File: src/design/plc_pin_pkg.sv
// Purpose: constants for the power-line modem host pin interface
// Assumes: one 40 MHz clock, register port as address/strobes/read data
// Notes: the analog front end reports its detector levels as plain inputs
// Operation
// - carrier detect output low while carrier seen
// - timeout flag high once transmit timeout occurred
// - serial access clock for mains or register
// - band occupied high while in-band signal present
// - reset output at power-on and watchdog expiry
// - watchdog counter cleared on kick falling edge
// - checksum fault high when stored contents corrupt
// - master clock derived from oscillator
package plc_pin_pkg;
  localparam int unsigned CLK_HZ = 40000000;
  localparam int unsigned ADDR_W = 4;
  localparam int unsigned DATA_W = 32;
  // register indices (word addresses on the plain port)
  localparam logic [3:0] OFS_STATUS = 4'h0;
  localparam logic [3:0] OFS_MASK = 4'h1;
  localparam logic [3:0] OFS_CTRL = 4'h2;
  localparam logic [3:0] OFS_LEVEL = 4'h3;
  localparam logic [3:0] OFS_WDCOUNT = 4'h4;
  // event bits in status and mask
  localparam int unsigned EV_CARRIER = 0;
  localparam int unsigned EV_BAND = 1;
  localparam int unsigned EV_TIMEOUT = 2;
  localparam int unsigned EV_CHECKSUM = 3;
  localparam int unsigned EV_SUPPLY = 4;
  localparam int unsigned EV_WDOG = 5;
  localparam int unsigned EV_W = 6;
  // control fields
  localparam int unsigned CTRL_MCLK_DIV_LSB = 0;
  localparam int unsigned CTRL_SCLK_DIV_LSB = 8;
  localparam int unsigned CTRL_DIV_W = 8;
  localparam int unsigned CTRL_TO_CLR = 16;
  localparam logic [7:0] MCLK_DIV_RST = 8'h01;
  localparam logic [7:0] SCLK_DIV_RST = 8'h13;
  // watchdog interval
  localparam int unsigned WDOG_MS = 1500;
  localparam int unsigned RESET_PULSE_US = 100;
  localparam int unsigned RESET_PULSE_CYC = (RESET_PULSE_US * (CLK_HZ / 1000000));
  localparam logic [DATA_W-1:0] READ_UNMAPPED = 32'h0000_0000;
endpackage

File: src/design/plc_pin_if.sv
// Purpose: device-side digital pin logic of a half-duplex power-line modem
// Assumes: all inputs except rstn_i synchronous to clock_i; detector levels from analog side
// Notes: one clock domain; access clocks are divided from clock_i
`timescale 1ns/1ps
module plc_pin_if
  import plc_pin_pkg::*;
#(
  parameter int unsigned WDOG_CYC = (WDOG_MS * (CLK_HZ / 1000)),
  parameter int unsigned POR_CYC = RESET_PULSE_CYC
)
(
  input wire logic clock_i,
  input wire logic rstn_i,
  input wire logic enable_i,
  input wire logic [plc_pin_pkg::ADDR_W-1:0] addr_i,
  input wire logic [plc_pin_pkg::DATA_W-1:0] wdata_i,
  input wire logic write_i,
  input wire logic read_i,
  output logic [plc_pin_pkg::DATA_W-1:0] rdata_o,
  output logic irq_o,
  input wire logic direction_select_i,
  input wire logic access_select_i,
  input wire logic tx_data_i,
  input wire logic watchdog_kick_i,
  input wire logic carrier_seen_i,
  input wire logic band_signal_i,
  input wire logic tx_timeout_event_i,
  input wire logic checksum_bad_i,
  input wire logic supply_above_high_i,
  input wire logic supply_below_low_i,
  output logic carrier_detect_n_o,
  output logic band_occupied_o,
  output logic tx_timeout_flag_o,
  output logic checksum_fault_o,
  output logic supply_good_o,
  output logic reset_out_o,
  output logic serial_access_clock_o,
  output logic master_clock_o,
  output logic tx_line_data_o,
  output logic register_mode_o
);
  import plc_pin_pkg::*;

  localparam int unsigned WD_W = $clog2(WDOG_CYC + 1);
  localparam int unsigned POR_W = $clog2(POR_CYC + 1);

  logic [EV_W-1:0] status;
  logic [EV_W-1:0] mask;
  logic [EV_W-1:0] events;
  logic [CTRL_DIV_W-1:0] mclk_div;
  logic [CTRL_DIV_W-1:0] sclk_div;
  logic [CTRL_DIV_W-1:0] mclk_cnt;
  logic [CTRL_DIV_W-1:0] sclk_cnt;
  logic [WD_W-1:0] wd_cnt;
  logic [POR_W-1:0] rst_cnt;
  logic kick_prev;
  logic kick_fall;
  logic wd_expire;
  logic to_clear;
  logic carrier_q;
  logic band_q;
  logic checksum_q;
  logic supply_q;
  logic in_reset;

  function automatic logic is_read(input logic [ADDR_W-1:0] a, input logic [ADDR_W-1:0] ofs);
    is_read = read_i && (a == ofs);
  endfunction

  // ===========================================================
  // watchdog
  // ===========================================================
  assign kick_fall = kick_prev && !watchdog_kick_i;
  assign wd_expire = (wd_cnt == WD_W'(WDOG_CYC - 1)) && !kick_fall;

  always_ff @(posedge clock_i or negedge rstn_i)
  begin
    if (!rstn_i)
      kick_prev <= 1'b1;
    else if (enable_i)
      kick_prev <= watchdog_kick_i;
  end

  always_ff @(posedge clock_i or negedge rstn_i)
  begin
    if (!rstn_i)
      wd_cnt <= '0;
    else if (enable_i)
    begin
      if (kick_fall || wd_expire || in_reset)
        wd_cnt <= '0;
      else
        wd_cnt <= wd_cnt + WD_W'(1);
    end
  end

  // ===========================================================
  // reset output: stretched pulse after power-on or expiry
  // ===========================================================
  assign in_reset = (rst_cnt != '0);

  always_ff @(posedge clock_i or negedge rstn_i)
  begin
    if (!rstn_i)
      rst_cnt <= POR_W'(POR_CYC);
    else if (enable_i)
    begin
      if (wd_expire)
        rst_cnt <= POR_W'(POR_CYC);
      else if (in_reset)
        rst_cnt <= rst_cnt - POR_W'(1);
    end
  end

  always_ff @(posedge clock_i or negedge rstn_i)
  begin
    if (!rstn_i)
      reset_out_o <= 1'b1;
    else if (enable_i)
      reset_out_o <= in_reset || wd_expire;
  end

  // ===========================================================
  // status pins
  // ===========================================================
  always_ff @(posedge clock_i or negedge rstn_i)
  begin
    if (!rstn_i)
    begin
      carrier_q <= 1'b0;
      band_q <= 1'b0;
      checksum_q <= 1'b0;
    end
    else if (enable_i)
    begin
      carrier_q <= carrier_seen_i;
      band_q <= band_signal_i;
      checksum_q <= checksum_bad_i;
    end
  end

  assign carrier_detect_n_o = !carrier_q;
  assign band_occupied_o = band_q;
  assign checksum_fault_o = checksum_q;

  // hysteresis: hold between thresholds so the pin does not chatter
  always_ff @(posedge clock_i or negedge rstn_i)
  begin
    if (!rstn_i)
      supply_q <= 1'b0;
    else if (enable_i)
    begin
      if (supply_above_high_i)
        supply_q <= 1'b1;
      else if (supply_below_low_i)
        supply_q <= 1'b0;
    end
  end

  assign supply_good_o = supply_q;

  // sticky until software clears it via the control register
  always_ff @(posedge clock_i or negedge rstn_i)
  begin
    if (!rstn_i)
      tx_timeout_flag_o <= 1'b0;
    else if (enable_i)
    begin
      if (tx_timeout_event_i)
        tx_timeout_flag_o <= 1'b1;
      else if (to_clear)
        tx_timeout_flag_o <= 1'b0;
    end
  end

  // ===========================================================
  // host selectors
  // ===========================================================
  // data is passed only in a transmit session
  always_ff @(posedge clock_i or negedge rstn_i)
  begin
    if (!rstn_i)
    begin
      tx_line_data_o <= 1'b0;
      register_mode_o <= 1'b0;
    end
    else if (enable_i)
    begin
      tx_line_data_o <= !direction_select_i && tx_data_i;
      register_mode_o <= access_select_i;
    end
  end

  // ===========================================================
  // clock outputs
  // ===========================================================
  always_ff @(posedge clock_i or negedge rstn_i)
  begin
    if (!rstn_i)
    begin
      mclk_cnt <= '0;
      master_clock_o <= 1'b0;
    end
    else if (enable_i)
    begin
      if (mclk_cnt >= mclk_div)
      begin
        mclk_cnt <= '0;
        master_clock_o <= !master_clock_o;
      end
      else
        mclk_cnt <= mclk_cnt + CTRL_DIV_W'(1);
    end
  end

  // one divider serves both access modes; the selector picks the consumer
  always_ff @(posedge clock_i or negedge rstn_i)
  begin
    if (!rstn_i)
    begin
      sclk_cnt <= '0;
      serial_access_clock_o <= 1'b0;
    end
    else if (enable_i)
    begin
      if (in_reset)
      begin
        sclk_cnt <= '0;
        serial_access_clock_o <= 1'b0;
      end
      else if (sclk_cnt >= sclk_div)
      begin
        sclk_cnt <= '0;
        serial_access_clock_o <= !serial_access_clock_o;
      end
      else
        sclk_cnt <= sclk_cnt + CTRL_DIV_W'(1);
    end
  end

  // ===========================================================
  // registers and interrupt
  // ===========================================================
  assign events[EV_CARRIER] = carrier_seen_i && !carrier_q;
  assign events[EV_BAND] = band_signal_i && !band_q;
  assign events[EV_TIMEOUT] = tx_timeout_event_i;
  assign events[EV_CHECKSUM] = checksum_bad_i && !checksum_q;
  assign events[EV_SUPPLY] = supply_below_low_i && supply_q;
  assign events[EV_WDOG] = wd_expire;
  assign to_clear = write_i && (addr_i == OFS_CTRL) && wdata_i[CTRL_TO_CLR];

  always_ff @(posedge clock_i or negedge rstn_i)
  begin
    if (!rstn_i)
      status <= '0;
    else if (enable_i)
    begin
      // a new event wins over the clear-on-read
      if (is_read(addr_i, OFS_STATUS))
        status <= events;
      else
        status <= status | events;
    end
  end

  always_ff @(posedge clock_i or negedge rstn_i)
  begin
    if (!rstn_i)
    begin
      mask <= '0;
      mclk_div <= MCLK_DIV_RST;
      sclk_div <= SCLK_DIV_RST;
    end
    else if (enable_i && write_i)
    begin
      if (addr_i == OFS_MASK)
        mask <= wdata_i[EV_W-1:0];
      if (addr_i == OFS_CTRL)
      begin
        mclk_div <= wdata_i[CTRL_MCLK_DIV_LSB +: CTRL_DIV_W];
        sclk_div <= wdata_i[CTRL_SCLK_DIV_LSB +: CTRL_DIV_W];
      end
    end
  end

  always_ff @(posedge clock_i or negedge rstn_i)
  begin
    if (!rstn_i)
      irq_o <= 1'b0;
    else if (enable_i)
      irq_o <= |(status & mask);
  end

  always_ff @(posedge clock_i or negedge rstn_i)
  begin
    if (!rstn_i)
      rdata_o <= '0;
    else if (enable_i)
    begin
      rdata_o <= READ_UNMAPPED;
      if (read_i)
      begin
        case (addr_i)
          OFS_STATUS: rdata_o <= DATA_W'(status);
          OFS_MASK: rdata_o <= DATA_W'(mask);
          OFS_CTRL:
            rdata_o <= DATA_W'({sclk_div, mclk_div});
          OFS_LEVEL:
            rdata_o <= DATA_W'({register_mode_o, tx_timeout_flag_o, supply_q,
                                checksum_q, band_q, carrier_q});
          OFS_WDCOUNT: rdata_o <= DATA_W'(wd_cnt);
          default: rdata_o <= READ_UNMAPPED;
        endcase
      end
    end
  end
endmodule

File: config.mk
export PLATFORM = sky130hd
export DESIGN_NAME = plc_pin_if
export DESIGN_NICKNAME = d
export VERILOG_FILES = /design/src/design/plc_pin_pkg.sv /design/src/design/plc_pin_if.sv
export SDC_FILE = /design/constraint.sdc
export NUM_CORES = 1
export LEC_CHECK = 0
export BUFFER_PORTS_ARGS = -buffer_cell sky130_fd_sc_hd__buf_4
export CAP_MARGIN = 5
export CORE_MARGIN = 8
export CORE_UTILIZATION = 55
export DETAILED_ROUTE_END_ITERATION = 8
export HOLD_SLACK_MARGIN = 0.1
export PLACE_DENSITY = 0.86
export SLEW_MARGIN = 20
export SYNTH_ARGS = -nofsm -noshare
export SYNTH_HDL_FRONTEND = slang
export SYNTH_SLANG_ARGS = --single-unit
File: constraint.sdc
create_clock -name clock_i -period 2.5 [get_ports clock_i]
set_input_delay 0 -clock clock_i [delete_from_list [all_inputs] [get_ports clock_i]]
set_output_delay 0 -clock clock_i [all_outputs]
set_load 0.01 [all_outputs]
==> results of run 1 <==
-- what timing repair did --
item | 4_1_cts | 5_1_grt
endpoints found under the setup margin | 0 | 19
gates resized for setup | 0 | 2
hold buffers | 46 | 0
hold endpoints to repair | 177 | 0
-- worst register-to-register path: cells and delay by family (launching register included) --
kind                     cells  cell delay (ps)
AO/OA/AOI/OAI                3             1010
adder cells (fa/ha/maj)      1              260
buffers and inverters        1              150
flip-flops                   1              410
AND/OR/NAND/NOR              2              380
-- cell families after synthesis --
family | after synthesis | synth area share [%]
other | 1 | 0.0628
muxes | 20 | 3.56
AOI/OAI and AO/OA | 126 | 14.9
xor gates and xnor gates | 36 | 5.28
buffers and inverters | 61 | 4.50
adders and majority gates | 20 | 4.19
DFF | 120 | 50.5
and+or+nand+nor | 205 | 17.0
-- flip-flops by register name, indices dropped and copies added (netlist names), 6 cells and up --
name / cells
rdata_o: 26
mclk_div: 8
rst_cnt: 12
sclk_div: 8
wd_cnt: 26
status: 6
sclk_cnt: 8
mclk_cnt: 8
mask: 6
-- power breakdown --
| part | switching [mW] | total [mW] | leakage [nW] | internal [mW] |
|---|---|---|---|---|
| combinational | 0.543 | 1.03 | 1.67 | 0.492 |
| clock | 0.822 | 2.64 | 0.319 | 1.82 |
| sequential | 0.276 | 2.53 | 1.52 | 2.25 |
| total | 1.64 | 6.20 | 3.52 | 4.56 |
-- metrics by stage --
step | hold WS [ps] | setup slack, ps | power (mW) | util [%] | area, um^2
floorplan | -296 | 555 | 3.10 | - | 5990
global placement | 17.9 | 256 | 3.36 | 62.0 | 6640
detailed placement | 26.4 | 203 | 3.44 | 62.0 | 6640
CTS | 107 | 165 | 6.18 | 72.5 | 7750
global route | 183 | 11.5 | 6.46 | 72.7 | 7780
finish | 165 | 150 | 6.20 | 72.7 | 7780
-- routing by layer --
layer | GRT usage, % | vias up | wire length (um)
li1 | - | 2345 | -
met1 | 27.7 | 2564 | 6150
met2 | 41.0 | 302 | 8700
met3 | 7.23 | 81 | 1300
met4 | 11.6 | 0 | 681
met5 | 0 | - | 0
-- placed cells by master (no fill, tap or decap), types with 7 or more instances in the layout --
cell type,instances
clkbuf_16,16
xor2_1,25
nand4_1,14
nor3_1,7
ha_1,20
o21ai_0,39
nand2b_1,7
mux2i_1,10
dfrtp_1,108
and3_1,8
nor2_1,46
mux2_2,10
o2bb2ai_1,17
dfstp_2,12
buf_4,81
xnor2_1,11
dlygate4sd3_1,45
a22oi_1,13
a22o_1,14
inv_1,29
a21oi_1,13
nand2_1,65
nand3_1,24
-- cell type report --
cell class              instances  area [um^2]  share of cell area (%)
inverters                      30          113                    1.45
clock inverters                 8          165                    2.12
flip-flops and latches        120         3020                    38.8
repair buffers                128         1100                    14.1
multi-input cells             414         2730                    35.1
well taps                     140          175                    2.25
clock buffers                  24          480                    6.18
-- path summary, 6_finish.rpt --
path	from	end	slack, ps	depth (start not counted)
setup / recovery	addr_i[1]	mclk_div[1]$_DFFE_PN0P_	150	8
hold / removal	addr_i[0]	rdata_o[6]$_DFFE_PN0P_	160	5
setup reg to reg	sclk_cnt[0]$_DFFE_PN0P_	sclk_cnt[3]$_DFFE_PN0P_	180	7
hold reg to reg	reset_out_o$_DFFE_PN1P_	reset_out_o$_DFFE_PN1P_	470	2
max in group asynchronous	rstn_i	mclk_div[0]$_DFFE_PN1P_	1430	4
min in group asynchronous	rstn_i	rst_cnt[9]$_DFFE_PN1P_	630	3
==> run metrics, run 1 <==
Hold WC Path Type=input port to register; H-Tree Depth=4; Final Hold Viols=0; IO buf count=around 70; Final Cycle Share=94.0%; slew margin rel.=between 40% and 50%; gr usage total=approximately a quarter; CP Class=input port to register; Final HPWL DP=between 10000 and 15000 um; via count=~5300; placed instance count=between 700 and 800; cell count after synthesis=589; grt total ovfl=0; crit path DAT=2820 ps; crit-path most repeated cell=dlygate4sd3_1; Ys Warns=0; average size of a mapped cell=10.1 um^2; Initial DRT Pass Iterations=7; Via density=between 6 and 7; Critical Path Source Type=input port; vias in the first global route=around 5500; largest cells by area after synthesis=dfrtp_1 (45%), dfstp_2 (5.3%), ha_1 (4.2%), nand2_1 (4.1%), xor2_1 (3.7%); CTS Root Cell=clkbuf_8; area share of the largest cell type after synthesis=45.3%; DRT iter0 DRCs=475; non-filler instance count after layout=between 800 and 900; Fillers=700; post-synth cell types=between 50 and 60; drt drc=0; clock transition at the registers of the reported paths=~60 ps; post-synth top area cell=dfrtp_1; routed length per instance=just under 20 um; Critical Path Max Stage Delay=roughly 570 ps; synthesized area=between 5000 and 6000 um^2; share of cells above drive strength 1=between 20 and 25%; critical-path cell list=dlygate4sd3_1 > buf_4 > nor4b_2 > and3_1 > nand2_1 > dlygate4sd3_1 > o21ai_0 > dlygate4sd3_1; Max Cap Viol=0; max-slew violations=0; CP Capture Type=register; TritonCTS clock tree=built; CP top delay family=buffers and inverters; area delta synth->final=30.2%; Post-DRT Antenna Nets=0; pin count of the biggest net entering global routing=52; ant diodes=0; Seq/Total Area, Yosys=50.5%; most frequent cell after synthesis=dfrtp_1; ys async rst share=between 90% and 100%; CTS Sinks=120; WL final=about 17000 um; Pleak=~3.5 nW; die width=120 um; clock skew=7.75 ps; Tmin final=2350 ps; Pwr per Cell Area=roughly 800 nW/um^2; total setup buffers inserted after CTS=0; status=finished clean; CP required=~3000 ps; Core Footprint=between 10000 and 15000 um^2; setup TNS=0 ps; die area=roughly 14000 um^2; Rows=38; Max Root-Sink Buffers=2; Nets=between 700 and 800; EDFF count, synth=0; Post-synth top cells=dfrtp_1 (108), nand2_1 (65), nor2_1 (46); Least-Margin Pin Slew=~760 ps; Ports=94; worst skew pair latency=530 ps; Die Ht=roughly 120 um; final weighted congestion in routability-driven placement=roughly 0.91; global-route wire length before repair=roughly 28000 um; Initial Util=between 50% and 60%; fmax=between 0.4 and 0.5 GHz; setup violators final=0; Slowest cell on crit path=dlygate4sd3_1; unrepaired setup endpoints after global routing=false; Seq cells post-synth=120; VDD IR-drop max=between 0.6 and 0.7 mV; CTS Buf Count=17; CP max FO=11; commonest register cell after synthesis=dfrtp_1; initial antenna violation count=0; Buffers & Inverters on Critical Path=4
No activity file was read; power rests on OpenSTA's default activity.
==> run 2, diff against run 1 <==
- REMOVE_ABC_BUFFERS: not set -> 1
==> run 2 against run 1 <==
Global-route usage rose by 0.81 points. Worst hold slack better by 72 ps. Total power is 7.4% lower. Critical path type is now register to register. Via count up 1.4%. Non-clock buffer count did not move. Wire length grew 6.8%. Sequential share of layout area grew 0.64 points. Highest routed layer unchanged. Clock power fell by 17%. Register-to-register slack worse by 60 ps. Largest cell class unchanged. Largest power group is now registers. Count of clock-buffer cells in the layout down 1. Design area fell by 1.6%.
==> run metrics, run 2 (synthesized netlist as in run 1, its figures left out) <==
Core Footprint=10700 um^2 (unchanged); CP Capture Type=register (unchanged); Die Ht=120 um (unchanged); CP top delay family=simple AND/OR/NAND/NOR gates (was buffers and inverters); crit path DAT=2810 ps (was 2820 ps); die area=14400 um^2 (unchanged); Tmin final=2380 ps (was 2350 ps); CTS Sinks=120 (unchanged); critical-path cell list=nor4_2 > nand4_1 > a311oi_4 > nand2_1 > o31ai_1 (was dlygate4sd3_1 > buf_4 > nor4b_2 > and3_1 > nand2_1 > dlygate4sd3_1 > o21ai_0 > dlygate4sd3_1); Slowest cell on crit path=nor4_2 (was dlygate4sd3_1); Ports=94 (unchanged); CTS Buf Count=17 (unchanged); Final Hold Viols=0 (unchanged); Max Cap Viol=0 (unchanged); setup violators final=0 (unchanged); worst flop-to-flop path startpoint=rst_cnt[2]$_DFFE_PN0P_ (was sclk_cnt[0]$_DFFE_PN0P_); Hold Crit Start=wdata_i[13] (was addr_i[0]); Initial Util=55.8% (unchanged); H-Tree Depth=4 (unchanged); Nets=782 (unchanged); WL final=18000 um (was 16800 um); area delta synth->final=28.1% (was 30.2%); drt drc=0 (unchanged); slew margin rel.=36.6% (was 49.0%); Pwr per Cell Area=751 nW/um^2 (was 798 nW/um^2); Max Root-Sink Buffers=2 (unchanged); gr usage total=25.0% (was 24.2%); max-slew violations=0 (unchanged); TritonCTS clock tree=built (unchanged); Critical Path Source Type=register (was input port); commonest non-fill, non-tap cells in the layout=dfrtp_1 (108), buf_4 (82), nand2_1 (65), nor2_1 (46), dlygate4sd3_1 (44) (was dfrtp_1 (108), buf_4 (81), nand2_1 (65), nor2_1 (46), dlygate4sd3_1 (45)); Rows=38 (unchanged); CP required=2930 ps (was 2970 ps); CP Class=register to register (was input port to register); status=finished clean (unchanged); VDD IR-drop max=0.537 mV (was 0.669 mV); grt total ovfl=0 (unchanged); global-route wire length before repair=28500 um (was 27800 um); Worst Setup SP=rst_cnt[2]$_DFFE_PN0P_ (was addr_i[1]); share of cells above drive strength 1=19.8% (was 20.0%); post-layout util=71.5% (was 72.7%); Critical Path Max Stage Delay=490 ps (was 570 ps); Hold WS=237 ps (was 165 ps); DRT iter0 DRCs=676 (was 475); clock skew=11.2 ps (was 7.75 ps); fmax=0.420 GHz (was 0.426 GHz); Post-DRT Antenna Nets=0 (unchanged); commonest non-fill, non-tap cell in the layout=dfrtp_1 (unchanged); Hold WC Path Type=input port to register (unchanged); worst skew pair latency=530 ps (about the same); Final HPWL DP=10500 um (was 10400 um); routed length per instance=20.7 um (was 19.5 um); die width=120 um (unchanged); CP max FO=7 (was 11); pin count of the biggest net entering global routing=53 (was 52); Buffers & Inverters on Critical Path=0 (was 4); Initial DRT Pass Iterations=6 (was 7); Least-Margin Pin Slew=945 ps (was 761 ps); Final Cycle Share=95.3% (was 94.0%); CTS Root Cell=clkbuf_8 (unchanged); initial antenna violation count=3 (was 0); Via density=6.19 (was 6.13); IO buf count=72 (unchanged); Pleak=3.45 nW (was 3.52 nW); vias in the first global route=5502 (was 5496); final weighted congestion in routability-driven placement=0.896 (was 0.906); via count=5366 (was 5292); top flop regs=rdata_o (26), wd_cnt (26), rst_cnt (12) (unchanged); clock transition at the registers of the reported paths=60 ps (about the same); Fillers=679 (was 700)
## run 2: worst paths after layout
check	end	slack [ps]	cells after the start
max reg2reg	sclk_cnt[3]$_DFFE_PN0P_	120	5
min reg2reg	master_clock_o$_DFFE_PN0P_	480	1
max in group asynchronous	rst_cnt[10]$_DFFE_PN1P_	1530	4
min	sclk_div[5]$_DFFE_PN0P_	240	4
max	sclk_cnt[3]$_DFFE_PN0P_	120	5
min in group asynchronous	mclk_div[0]$_DFFE_PN1P_	570	3
## run 2: tightest hold or removal path, delay by kind of cell
kind                   cells  cell delay, ps
buffers and inverters      2             630
AND/OR/NAND/NOR            1              30
AO/OA/AOI/OAI              1              60
## run 2: cell type report
type	instances	area [um^2]	share of cell area [%]
antenna	3	7.51	0.0981
clock buffer	23	437	5.71
clock inverter	9	77.6	1.01
inverter	30	113	1.47
multi-input combinational	414	2730	35.6
sequential	120	3020	39.5
tap	140	175	2.29
timing repair buffer	128	1100	14.3
## run 2: where the power goes
part,internal (mW),switching [mW]
combinational,0.485,0.553
clock,1.31,0.878
sequential,2.25,0.273
## run 2: per-layer routing
metal  global-route usage, %  vias up  routed length, um
met1                    28.3     2616               6760
li1                        -     2333                  -
met5                       0        -                  0
met4                    17.1        0                959
met2                    40.4      324               8750
met3                    7.55       93               1490
## run 2: timing repair
| action | 4_1_cts | 5_1_grt |
|---|---|---|
| hold buffers | 45 | 0 |
| buffers inserted | 0 | 0 |
| endpoints found under the hold margin | 164 | 0 |
| setup endpoints to repair | 0 | 24 |
| resized for setup | 0 | 2 |
## run 2: stage by stage
stage	worst slack [ps]	instance area, um^2	std cells	setup TNS [ps]	total power, mW
after floorplan	470	5830	563	0	3.07
after global placement	276	6650	786	0	3.35
after detailed placement	134	6650	786	0	3.45
after CTS	121	7620	863	0	5.67
after global routing	-23.5	7650	867	-23.5	6.01
final	118	7650	867	0	5.74
==> run 3, diff against run 2 <==
- clock period: 2.5 -> 3 ns (I/O delays scaled with it)
==> run 3 against run 2 <==
Non-clock buffer count down 4. Worst setup slack better by 260 ps. Via count up 2.1%. Total power down 12%. Sequential share of layout area down 0.15 points. Sequential power down 16%. Wire length down 0.15%. Worst hold slack worse by 120 ps. Die area unchanged. Sequential cell count unchanged.
==> run metrics, run 3 (synthesized netlist as in run 1, its figures left out) <==
CTS Root Cell=clkbuf_8 (unchanged); Worst R2R End=wd_cnt[4]$_DFFE_PN0P_ (was sclk_cnt[3]$_DFFE_PN0P_); Max Root-Sink Buffers=2 (unchanged); Least-Margin Pin Slew=920 ps (was 945 ps); Hold Path Sink=mask[5]$_DFFE_PN0P_ (was sclk_div[5]$_DFFE_PN0P_); WL final=17900 um (was 18000 um); Pleak=3.46 nW (was 3.45 nW); CP top delay family=simple AND/OR/NAND/NOR gates (unchanged); Hold WS=118 ps (was 237 ps); global-route wire length before repair=30200 um (was 28500 um); Clk pwr share=41.5% (was 38.0%); crit path DAT=2990 ps (was 2810 ps); via count=5477 (was 5366); commonest non-fill, non-tap cell in the layout=dfrtp_1 (unchanged); Nets=777 (was 782); Ports=94 (unchanged); Seq pwr share=41.7% (was 43.9%); Initial DRT Pass Iterations=6 (unchanged); internal power=3.62 mW (was 4.04 mW); clock transition at the registers of the reported paths=60 ps (about the same); Pwr per Cell Area=658 nW/um^2 (was 751 nW/um^2); commonest non-fill, non-tap cells in the layout=dfrtp_1 (108), buf_4 (78), nand2_1 (65), nor2_1 (46), dlygate4sd3_1 (45) (was dfrtp_1 (108), buf_4 (82), nand2_1 (65), nor2_1 (46), dlygate4sd3_1 (44)); die width=120 um (unchanged); gr usage total=26.5% (was 25.0%); vias in the first global route=5666 (was 5502); pre-CTS setup slack=673 ps (was 134 ps); Rows=38 (unchanged); Initial Util=55.8% (unchanged); placed instance count=782 (was 786); routed length per instance=20.9 um (was 20.7 um); Hold Path Cell Cnt=3 (was 4); Post-DRT Antenna Nets=0 (unchanged); Fillers=707 (was 679); top flop regs=rdata_o (26), wd_cnt (26), rst_cnt (12) (unchanged); worst setup margin=376 ps (was 118 ps); Reg area=3020 um^2 (unchanged); R2R setup slack=380 ps (was 120 ps); H-Tree Depth=4 (unchanged); fmax=0.381 GHz (was 0.420 GHz); slew margin rel.=38.4% (was 36.6%); Final Cycle Share=87.5% (was 95.3%); CP max FO=22 (was 7); CP required=3360 ps (was 2930 ps); setup TNS=0 ps (unchanged); Final Hold Viols=0 (unchanged); CTS Sinks=120 (unchanged); Slowest cell on crit path=or4_1 (was nor4_2); share of cells above drive strength 1=19.9% (was 19.8%); non-filler instance count after layout=859 (was 867); CP Class=register to register (unchanged); TritonCTS clock tree=built (unchanged); setup violators final=0 (unchanged); Core Footprint=10700 um^2 (unchanged); ant diodes=0 (was 3); CP Capture Type=register (unchanged); worst flop-to-flop path startpoint=wd_cnt[4]$_DFFE_PN0P_ (was rst_cnt[2]$_DFFE_PN0P_); Max Cap Viol=0 (unchanged); critical-path cell list=nand4_1 > or4_1 > o41ai_2 > nor2_2 > nor2_4 > nor2_1 (was nor4_2 > nand4_1 > a311oi_4 > nand2_1 > o31ai_1); area delta synth->final=28.6% (was 28.1%); CTS Buf Count=17 (unchanged); Hold WC Path Type=input port to register (unchanged); Via density=6.38 (was 6.19); Gate power share=16.8% (was 18.1%); pin count of the biggest net entering global routing=66 (was 53); initial antenna violation count=0 (was 3); status=finished clean (unchanged); final weighted congestion in routability-driven placement=0.884 (was 0.896); multi-input logic area=2700 um^2 (was 2730 um^2); worst skew pair latency=530 ps (about the same); IO buf count=72 (unchanged); Critical Path Max Stage Delay=550 ps (was 490 ps); die area=14400 um^2 (unchanged); Final HPWL DP=10200 um (was 10500 um); Tmin final=2620 ps (was 2380 ps); Buffers & Inverters on Critical Path=0 (unchanged); drt drc=0 (unchanged); Hold Crit Start=addr_i[1] (was wdata_i[13]); grt total ovfl=0 (unchanged); switching share of power=28.3% (was 29.7%); max-slew violations=0 (unchanged); Critical Path Source Type=register (unchanged); Die Ht=120 um (unchanged); unrepaired setup endpoints after global routing=false; VDD IR-drop max=0.435 mV (was 0.537 mV); worst reg-to-reg path cell count=6 (was 5); Psw=1.43 mW (was 1.70 mW); DRT iter0 DRCs=683 (was 676); clock skew=7.85 ps (was 11.2 ps)
-- run 3: cell count changes in the layout (fill, tap and decap cells not counted), sizes merged --
cell,previous run,this run
dlygate4sd3,44,45
buf,84,79
bufinv,1,3
diode,3,0
clkbuf,23,21
nor2,50,49
-- run 3: area by class of cell --
cell class / instances / area share [%]
sequential: 120 / 39.3
multi-input combinational: 413 / 35.2
timing repair buffer: 124 / 13.8
clock buffer: 21 / 6.11
tap: 140 / 2.28
clock inverter: 11 / 1.89
inverter: 30 / 1.47
-- run 3: stage by stage --
step	utilization (%)	total power [mW]	area, um^2
5_1_grt	71.8	5.27	7680
3_3_place_gp	61.8	2.80	6620
3_5_place_dp	61.8	2.86	6620
4_1_cts	71.8	5.01	7680
6_report	71.8	5.06	7680
2_1_floorplan	-	2.56	5830
-- run 3: power by group through the flow --
stage / logic (mW) / registers (mW) / clock network (mW)
after floorplan: 0.503 / 2.06 / 0
after global placement: 0.712 / 2.08 / 0
after detailed placement: 0.757 / 2.11 / 0
after CTS: 0.830 / 2.09 / 2.10
after global routing: 0.956 / 2.13 / 2.18
final: 0.849 / 2.11 / 2.10
-- run 3: tightest hold or removal path, stage by stage --
cell and delay, ps:
buf_4 190, nor3_1 180, mux2_2 250
-- run 3: repair_timing --
item | in CTS | in global routing
buffers inserted | 0 | 0
resized for setup | 0 | 0
hold buffers | 45 | 0
endpoints found under the hold margin | 114 | 0
-- run 3: worst max path at each step --
| stage | from | to | slack (ps) | depth (start not counted) |
|---|---|---|---|---|
| after floorplan | wd_cnt[4]$_DFFE_PN0P_ | wd_cnt[10]$_DFFE_PN0P_ | 970 | 6 |
| after global placement | wd_cnt[4]$_DFFE_PN0P_ | wd_cnt[17]$_DFFE_PN0P_ | 770 | 6 |
| after detailed placement | wd_cnt[4]$_DFFE_PN0P_ | wd_cnt[9]$_DFFE_PN0P_ | 670 | 6 |
| after CTS | wd_cnt[4]$_DFFE_PN0P_ | wd_cnt[25]$_DFFE_PN0P_ | 580 | 6 |
| after global routing | wd_cnt[4]$_DFFE_PN0P_ | wd_cnt[4]$_DFFE_PN0P_ | 280 | 6 |
| final | wd_cnt[4]$_DFFE_PN0P_ | wd_cnt[4]$_DFFE_PN0P_ | 380 | 6 |
-- run 3: per-layer routing --
metal | up-vias | part of all wire, % | track usage [%]
met5 | - | 0 | 0
met4 | 0 | 5.8 | 12.6
met3 | 132 | 9.1 | 7.55
met2 | 392 | 48 | 44.2
met1 | 2623 | 37 | 31.1
li1 | 2330 | - | -
